[src/inc/lfg_pkg.sv]
// Package of constants for the look-up-table function generator tile.
// Contract
// - Each slice holds two independent look-up tables, a primary and a secondary one.
// - Each table takes four select inputs, drives one result and can realise any 4-input function.
// - Wide-function multiplexers merge several table outputs into functions of more inputs.
// - Every table, left or right, can act as a read-only memory fixed at configuration.
// - Only left-hand tables support the memory and shift-register uses; right-hand ones do not.
// - A left-hand table used as distributed memory holds 16 bits, and tables combine for more.
// - A dual-port option pairs two tables so the data is reached through two independent lines; here one left-hand table has a second read port instead.
// - A left-hand table used as a shift register delays serial data by one to 16 cycles.
// - The four left-hand tables of one tile combine into one shift register of up to 64 cycles.
// - Shift tables chain through cascade in and out, which also spans more than one tile.
package lfg_pkg;
   localparam int LUT_SEL_W  = 4;
   localparam int LUT_DEPTH  = 16;
   localparam int TILE_LUTS  = 4;
   localparam int CHAIN_LEN  = 64;
   localparam logic [1:0] MODE_LOGIC = 2'h0;
   localparam logic [1:0] MODE_RAM   = 2'h1;
   localparam logic [1:0] MODE_SHIFT = 2'h2;
   localparam logic [15:0] INIT_ZERO = 16'h0000;
endpackage

[src/rtl/lfg_tile.sv]
// Logic tile: three slices of two tables each, with wide muxes and a shift chain.
`timescale 1ns/1ps
`default_nettype none
module lfg_tile #(
   parameter logic [15:0] INIT_ROM = lfg_pkg::INIT_ZERO
) (
   // Clock and reset
   input  wire logic        i_ref_clk,
   input  wire logic        i_rst,
   // Mode of the four left-hand tables and the right-hand pair
   input  wire logic [1:0]  i_left_mode,
   input  wire logic [1:0]  i_right_mode,
   // Selects, one nibble each: left primaries (shared by both left slices), left secondaries, right primary, right secondary
   input  wire logic [15:0] i_lut_select_inputs,
   output logic [3:0]       o_lut_result,
   // Wide-function selects
   input  wire logic [1:0]  i_wide_sel,
   output logic             o_wide5_result,
   output logic             o_wide6_result,
   // Left-hand memory write and dual-port read
   input  wire logic [1:0]  i_we,
   input  wire logic        i_wdata,
   input  wire logic [3:0]  i_waddr,
   input  wire logic [3:0]  i_rd2_addr,
   output logic             o_rd2_data,
   // Shift chain across the four left-hand tables of this tile
   input  wire logic        i_shift_en,
   input  wire logic        i_shift_cascade_in,
   input  wire logic [5:0]  i_delay_sel,
   output logic             o_delay_out,
   output logic             o_shift_cascade_out
);
   localparam int N = lfg_pkg::TILE_LUTS;
   logic [N-1:0] res;
   logic [N-1:0] casc_out;
   logic [N-1:0] casc_in;
   logic [N-1:0] rd2;
   logic [N-1:0] we_vec;
   logic [N-1:0] chain_tap;
   logic [3:0]   sel_vec [N];
   logic         chain;

   // Four left-hand tables (two slices); in shift mode they all join the chain.
   assign chain = (i_left_mode == lfg_pkg::MODE_SHIFT);
   genvar g;
   generate
      for (g = 0; g < N; g++) begin : g_lut
         assign casc_in[g] = (g == 0) ? i_shift_cascade_in : casc_out[(g == 0) ? 0 : g-1];
         assign we_vec[g]  = chain ? i_shift_en : i_we[g % 2];
         assign sel_vec[g] = chain ? i_delay_sel[3:0] : i_lut_select_inputs[(g%2)*4 +: 4];
         lfg_lut #(.LEFT_HAND(1'b1), .INIT(INIT_ROM)) u_lut (
            .i_ref_clk           (i_ref_clk),
            .i_rst               (i_rst),
            .i_mode              (i_left_mode),
            .i_lut_select_inputs (sel_vec[g]),
            .o_lut_result        (chain_tap[g]),
            .i_we                (we_vec[g]),
            .i_wdata             (i_wdata),
            .i_waddr             (i_waddr),
            .i_shift_cascade_in  (casc_in[g]),
            .o_shift_cascade_out (casc_out[g]),
            .i_rd2_addr          (i_rd2_addr),
            .o_rd2_data          (rd2[g])
         );
      end
   endgenerate

   // Two right-hand tables, ROM or logic only.
   generate
      for (g = 0; g < 2; g++) begin : g_right
         lfg_lut #(.LEFT_HAND(1'b0), .INIT(INIT_ROM)) u_lut (
            .i_ref_clk           (i_ref_clk),
            .i_rst               (i_rst),
            .i_mode              (i_right_mode),
            .i_lut_select_inputs (i_lut_select_inputs[8+g*4 +: 4]),
            .o_lut_result        (res[2+g]),
            .i_we                (1'b0),
            .i_wdata             (1'b0),
            .i_waddr             (4'h0),
            .i_shift_cascade_in  (1'b0),
            .o_shift_cascade_out (),
            .i_rd2_addr          (4'h0),
            .o_rd2_data          ()
         );
      end
   endgenerate

   assign res[1:0]            = chain_tap[1:0];
   assign o_lut_result        = res;
   assign o_rd2_data          = rd2[0];
   assign o_delay_out         = chain_tap[i_delay_sel[5:4]];
   assign o_shift_cascade_out = casc_out[N-1];

   // Wide muxes combine table outputs into five- and six-input functions.
   assign o_wide5_result = i_wide_sel[0] ? res[1] : res[0];
   assign o_wide6_result = i_wide_sel[1] ? (i_wide_sel[0] ? res[3] : res[2]) : o_wide5_result;

   property p_link1;
      @(posedge i_ref_clk) disable iff (i_rst)
      (chain && i_shift_en) ##1 (chain && i_delay_sel[3:0] == 4'h0)
         |-> chain_tap[1] == $past(casc_out[0]);
   endproperty
   a_link1: assert property (p_link1) else $error("Second table missed the carry.");

   property p_link2;
      @(posedge i_ref_clk) disable iff (i_rst)
      (chain && i_shift_en) ##1 (chain && i_delay_sel[3:0] == 4'h0)
         |-> chain_tap[2] == $past(casc_out[1]);
   endproperty
   a_link2: assert property (p_link2) else $error("Third table missed the carry.");

   property p_link3;
      @(posedge i_ref_clk) disable iff (i_rst)
      (chain && i_shift_en) ##1 (chain && i_delay_sel[3:0] == 4'h0)
         |-> chain_tap[3] == $past(casc_out[2]);
   endproperty
   a_link3: assert property (p_link3) else $error("Fourth table missed the carry.");

   property p_tap_first;
      @(posedge i_ref_clk) disable iff (i_rst)
      (chain && i_shift_en) ##1 (chain && i_delay_sel == 6'h00)
         |-> o_delay_out == $past(i_shift_cascade_in);
   endproperty
   a_tap_first: assert property (p_tap_first) else $error("One-cycle delay wrong.");

   property p_tap_mid16;
      @(posedge i_ref_clk) disable iff (i_rst)
      (chain && i_shift_en) ##1 (chain && i_delay_sel == 6'h10)
         |-> o_delay_out == $past(casc_out[0]);
   endproperty
   a_tap_mid16: assert property (p_tap_mid16) else $error("Delay of 17 wrong.");

   property p_tap_mid32;
      @(posedge i_ref_clk) disable iff (i_rst)
      (chain && i_shift_en) ##1 (chain && i_delay_sel == 6'h20)
         |-> o_delay_out == $past(casc_out[1]);
   endproperty
   a_tap_mid32: assert property (p_tap_mid32) else $error("Delay of 33 wrong.");

   property p_tap_last;
      @(posedge i_ref_clk) disable iff (i_rst)
      (chain && i_delay_sel == 6'h3F) |-> o_delay_out == o_shift_cascade_out;
   endproperty
   a_tap_last: assert property (p_tap_last) else $error("Delay of 64 wrong.");

   property p_chain_hold;
      @(posedge i_ref_clk) disable iff (i_rst)
      (chain && !i_shift_en) |=> o_shift_cascade_out == $past(o_shift_cascade_out);
   endproperty
   a_chain_hold: assert property (p_chain_hold) else $error("Chain moved without enable.");

   property p_ram_port2;
      @(posedge i_ref_clk) disable iff (i_rst)
      (i_left_mode == lfg_pkg::MODE_RAM && i_we[0]) ##1 (i_rd2_addr == $past(i_waddr))
         |-> o_rd2_data == $past(i_wdata);
   endproperty
   a_ram_port2: assert property (p_ram_port2) else $error("Second port missed a write.");

   property p_ram_pri;
      @(posedge i_ref_clk) disable iff (i_rst)
      (i_left_mode == lfg_pkg::MODE_RAM && i_we[0])
         ##1 (!chain && i_lut_select_inputs[3:0] == $past(i_waddr))
         |-> o_lut_result[0] == $past(i_wdata);
   endproperty
   a_ram_pri: assert property (p_ram_pri) else $error("Primary table missed a write.");

   property p_ram_sec;
      @(posedge i_ref_clk) disable iff (i_rst)
      (i_left_mode == lfg_pkg::MODE_RAM && i_we[1])
         ##1 (!chain && i_lut_select_inputs[7:4] == $past(i_waddr))
         |-> o_lut_result[1] == $past(i_wdata);
   endproperty
   a_ram_sec: assert property (p_ram_sec) else $error("Secondary table missed a write.");

   property p_ram_hold;
      @(posedge i_ref_clk) disable iff (i_rst)
      (i_left_mode == lfg_pkg::MODE_RAM && i_we == 2'h0) |=> $stable(o_shift_cascade_out);
   endproperty
   a_ram_hold: assert property (p_ram_hold) else $error("Memory changed without write.");

   property p_logic_hold;
      @(posedge i_ref_clk) disable iff (i_rst)
      (i_left_mode == lfg_pkg::MODE_LOGIC) |=> $stable(o_shift_cascade_out);
   endproperty
   a_logic_hold: assert property (p_logic_hold) else $error("Logic table changed.");

   property p_right_a;
      @(posedge i_ref_clk) disable iff (i_rst)
      o_lut_result[2] == INIT_ROM[i_lut_select_inputs[11:8]];
   endproperty
   a_right_a: assert property (p_right_a) else $error("First right table lost its ROM.");

   property p_right_b;
      @(posedge i_ref_clk) disable iff (i_rst)
      o_lut_result[3] == INIT_ROM[i_lut_select_inputs[15:12]];
   endproperty
   a_right_b: assert property (p_right_b) else $error("Second right table lost its ROM.");

   property p_rd2_same;
      @(posedge i_ref_clk) disable iff (i_rst)
      (!chain && i_rd2_addr == i_lut_select_inputs[3:0]) |-> o_rd2_data == o_lut_result[0];
   endproperty
   a_rd2_same: assert property (p_rd2_same) else $error("Read ports disagree.");

   property p_wide5_low;
      @(posedge i_ref_clk) disable iff (i_rst)
      (i_wide_sel[0] == 1'b0) |-> o_wide5_result == o_lut_result[0];
   endproperty
   a_wide5_low: assert property (p_wide5_low) else $error("Five-input mux wrong.");

   property p_wide_sel0;
      @(posedge i_ref_clk) disable iff (i_rst)
      (i_wide_sel == 2'h0) |-> o_wide6_result == o_lut_result[0];
   endproperty
   a_wide_sel0: assert property (p_wide_sel0) else $error("Six-input mux lane 0 wrong.");

   property p_wide_sel1;
      @(posedge i_ref_clk) disable iff (i_rst)
      (i_wide_sel == 2'h1) |-> o_wide6_result == o_lut_result[1];
   endproperty
   a_wide_sel1: assert property (p_wide_sel1) else $error("Six-input mux lane 1 wrong.");

   property p_wide_sel2;
      @(posedge i_ref_clk) disable iff (i_rst)
      (i_wide_sel == 2'h2) |-> o_wide6_result == o_lut_result[2];
   endproperty
   a_wide_sel2: assert property (p_wide_sel2) else $error("Six-input mux lane 2 wrong.");

   property p_wide_sel3;
      @(posedge i_ref_clk) disable iff (i_rst)
      (i_wide_sel == 2'h3) |-> o_wide6_result == o_lut_result[3];
   endproperty
   a_wide_sel3: assert property (p_wide_sel3) else $error("Six-input mux lane 3 wrong.");

endmodule
`default_nettype wire

[src/rtl/lfg_lut.sv]
// One four-input look-up table with optional memory and shift uses.
`timescale 1ns/1ps
`default_nettype none
module lfg_lut #(
   parameter bit          LEFT_HAND = 1'b1,
   parameter logic [15:0] INIT      = lfg_pkg::INIT_ZERO
) (
   // Clock and reset
   input  wire logic       i_ref_clk,
   input  wire logic       i_rst,
   // Configuration
   input  wire logic [1:0] i_mode,
   // Select and result
   input  wire logic [3:0] i_lut_select_inputs,
   output logic            o_lut_result,
   // Write and shift
   input  wire logic       i_we,
   input  wire logic       i_wdata,
   input  wire logic [3:0] i_waddr,
   input  wire logic       i_shift_cascade_in,
   output logic            o_shift_cascade_out,
   // Second read port
   input  wire logic [3:0] i_rd2_addr,
   output logic            o_rd2_data
);
   logic [15:0] mem_q;
   logic [15:0] mem_d;
   logic        is_ram;
   logic        is_shift;
   // Right-hand tables ignore the memory and shift modes and stay as ROM.
   assign is_ram   = LEFT_HAND && (i_mode == lfg_pkg::MODE_RAM);
   assign is_shift = LEFT_HAND && (i_mode == lfg_pkg::MODE_SHIFT);
   // Shift advances one place; memory writes one addressed bit.
   assign mem_d = is_shift ? {mem_q[14:0], i_shift_cascade_in}
                : (is_ram ? (mem_q & ~(16'h0001 << i_waddr))
                          | ({15'h0000, i_wdata} << i_waddr) : mem_q);
   always_ff @(posedge i_ref_clk or posedge i_rst) begin
      if (i_rst) begin
         mem_q <= INIT;
      end else if (i_we) begin
         mem_q <= mem_d;
      end
   end
   // Combinational read selects the function value or the tap for delay select+1.
   assign o_lut_result        = mem_q[i_lut_select_inputs];
   assign o_rd2_data          = mem_q[i_rd2_addr];
   assign o_shift_cascade_out = mem_q[15];
   property p_shift_adv;
      @(posedge i_ref_clk) disable iff (i_rst)
      (is_shift && i_we) |=> (mem_q[0] == $past(i_shift_cascade_in))
         && (mem_q[15:1] == $past(mem_q[14:0]));
   endproperty
   a_shift_adv: assert property (p_shift_adv) else $error("Shift did not advance.");
   property p_ram_write;
      @(posedge i_ref_clk) disable iff (i_rst)
      (is_ram && i_we) ##1 (i_lut_select_inputs == $past(i_waddr)) |-> o_lut_result == $past(i_wdata);
   endproperty
   a_ram_write: assert property (p_ram_write) else $error("Write not visible on read.");
   property p_right_fixed;
      @(posedge i_ref_clk) disable iff (i_rst)
      !LEFT_HAND |=> $stable(mem_q);
   endproperty
   a_right_fixed: assert property (p_right_fixed) else $error("Right-hand table changed.");
   property p_dual;
      @(posedge i_ref_clk) disable iff (i_rst)
      (i_rd2_addr == i_lut_select_inputs) |-> o_rd2_data == o_lut_result;
   endproperty
   a_dual: assert property (p_dual) else $error("Ports disagree.");
   property p_rom_hold;
      @(posedge i_ref_clk) disable iff (i_rst)
      !(is_ram || is_shift) |=> $stable(mem_q);
   endproperty
   a_rom_hold: assert property (p_rom_hold) else $error("Table changed outside memory use.");
endmodule
`default_nettype wire

[config.mk]
export PLATFORM = sky130hd
export DESIGN_NAME = lfg_tile
export DESIGN_NICKNAME = d
export VERILOG_FILES = /design/src/inc/lfg_pkg.sv /design/src/rtl/lfg_tile.sv /design/src/rtl/lfg_lut.sv
export SDC_FILE = /design/constraint.sdc
export NUM_CORES = 1
export LEC_CHECK = 0
export BUFFER_PORTS_ARGS = -buffer_cell sky130_fd_sc_hd__buf_2
export CAP_MARGIN = 20
export CORE_ASPECT_RATIO = 1.2
export CORE_MARGIN = 10
export CORE_UTILIZATION = 35
export CTS_CLUSTER_DIAMETER = 200
export CTS_CLUSTER_SIZE = 16
export DETAILED_ROUTE_END_ITERATION = 10
export PLACE_DENSITY = 0.51
export SLEW_MARGIN = 20
export SYNTH_ARGS = -nofsm -noshare
export SYNTH_HDL_FRONTEND = slang
export SYNTH_HIERARCHICAL = 1
export SYNTH_SLANG_ARGS = --single-unit
[constraint.sdc]
create_clock -name i_ref_clk -period 6.44 [get_ports i_ref_clk]
set_input_delay 0.644 -clock i_ref_clk [delete_from_list [all_inputs] [get_ports i_ref_clk]]
set_output_delay 0.644 -clock i_ref_clk [all_outputs]
set_load 0.005 [all_outputs]
==> impl_metrics.ini <==
[floorplan]
core_area_sq_mm = 0.01564
rows = 50
initial_utilization_pct = 35.61
boundaryPins = 52
die_width_um = 135.2
die_h_um = 158.2
die_area_sq_mm = 0.02138

[clocking]
clkLatencyLatePin_ps = 340
post_cts_buffers = 0
cts_htree_levels = 3
cts_hold_buf = 0
cts.sink_count = 64
cts.root.buffer_cell = sky130_fd_sc_hd__clkbuf_16
clk_pin_slew_ps = 60
cts_resized = 0
max-clock-path-buffers = 2
cts_buffers = 9
tritoncts_clock_tree = built

[finish]
drive_gt1_share_pct = 24.44
area_delta_synth_final_pct = 6.044
reg_top3 = g_lut.u_lut/mem_q: 64 flops
final_cell_mix = sky130_fd_sc_hd__dfrtp_1 (64), sky130_fd_sc_hd__buf_2 (39), sky130_fd_sc_hd__a22oi_1 (32)
num_antenna_cells = 0
final_common_cell = sky130_fd_sc_hd__dfrtp_1
final_util_pct = 37.76
final_net_count = 574
regMostFlops = g_lut.u_lut/mem_q
fillCellCount = 1606
layout.cells.non_filler = 740
final_area_sq_mm = 0.005906
largest_reg_flops = 64

[timing]
finalMaxSlewViolations = 0
setup-violations-final = 0
tightest_slew_ps = 921.1
finalWorstPathRequiredPeriod_ps = 3668
maxSlewHeadroom_pct = 38.59
grt_setup_unrepaired = no
fin_worst_skew_ps = 5.968
final_hold_fails = 0
fin_worst_hold_slack_ps = 445.0
tns_ps = 0
timing.fmax_mhz = 272.6
timing.final.ws_setup_ps = 2772
fin_crit_sh_pct = 56.95

[critical_path]
crit_slowest_cell = sky130_fd_sc_hd__mux4_2
cpLargestDelayFamily = multiplexers
timing.critical_path.slowest_cell_delay_ps = 570
list_of_cells_traversed_by_the_critical_path = buf_2 > nand2b_4 > mux2_2 > mux4_2 > mux2i_1 > mux2i_1 > mux4_2 > buf_2
worst-path-max-fanout = 8
worstSetupStartpointType = input port
worst-endpoint-arrival_ps = 3020
worstPathRequired_ps = 5800
critPathBufInv = 2
setup.worst_path.class = in -> out
crit_path_end_kind = output port

[global_routing]
grt_util_all_layers_pct = 14.97
wire_length_of_the_first_global_routing_pass_um = 25850
grt_antenna_before_repair = 0
first_global_vias = 4576
grt_start_max_net_pins = 81
overflow = 0

[place]
dp.cells = 724
io_buffers = 39
worst_slack_after_detailed_placement_ps = 2771
dpl_cell_area_sq_mm = 0.005617
place.detailed.hpwl_um = 10030
routabilityCongestion = 0.7801

[logic_synthesis]
netlist_instances = 532
synth.net_count = 579
mappedNetlistArea_sq_mm = 0.005569
postSynthAreaPerCell_sq_um = 10.47
ys.warnings.count = 6

[outcome]
outcome = finished, final reports clean

[route]
drc_errors = 0
num_vias = 4561
ant_nets = 0
avgViaCountPerCell = 6.164
route.final.wire_length_um = 15800
wl_per_cell_um = 21.34
dr.pass1.iters = 5
detailedRoute.firstIterationViolations = 400

[power_and_ir_drop]
cellPowerDensity_mw_per_mm2 = 255.3
power.leakage_nw = 2.181
worst_ir_drop_vdd_uv = 102.4
power.total_mw = 1.507

[flow_run]
maxCapViolations = 0

[hold_path]
hp-class = in -> async
-- per-layer routing --
layer	vias to the layer above	routed length, um	track usage, %
met1	2295	7520	20.73
li1	2100	-	-
met2	146	7207	23.10
met5	-	0	0
met4	0	229	3.953
met3	20	838	3.044
-- layout make-up --
type                       instances  area [sq um]  share of cell area, %
clock buffer                      10         229.0                  3.877
clock inverter                     6         60.06                  1.017
inverter                          28         105.1                  1.780
multi-input combinational        380          3417                  57.86
sequential                        64          1602                  27.12
tap                              208         260.3                  4.407
timing repair buffer              44         232.7                  3.941
-- worst register-to-register path, stage by stage (launching register included) --
cell                      delay (ps)
sky130_fd_sc_hd__dfrtp_1         410
sky130_fd_sc_hd__and2_1          150
sky130_fd_sc_hd__a31oi_1         160
sky130_fd_sc_hd__o22ai_1         100
-- power breakdown --
part	total, mW	internal (mW)	switching [mW]	leakage (nW)
registers	0.586	0.495	0.0909	0.775
logic	0.429	0.213	0.216	1.27
clock network	0.493	0.298	0.195	0.138
total	1.51	1.01	0.502	2.18
-- worst paths after layout --
path,from,endpoint,slack [ps],depth (start not counted)
max,i_left_mode[0],o_delay_out,2770,8
min,i_rst,g_lut[1].u_lut/mem_q[9],440,2
max reg2reg,g_lut[0].u_lut/mem_q[12],g_lut[0].u_lut/mem_q[13],5470,3
min reg2reg,g_lut[2].u_lut/mem_q[12],g_lut[2].u_lut/mem_q[12],520,1
max in group asynchronous,i_rst,g_lut[2].u_lut/mem_q[4],5550,2
min in group i_ref_clk,g_lut[2].u_lut/mem_q[12],g_lut[2].u_lut/mem_q[12],520,1
Power figures use the tool's default switching activity.
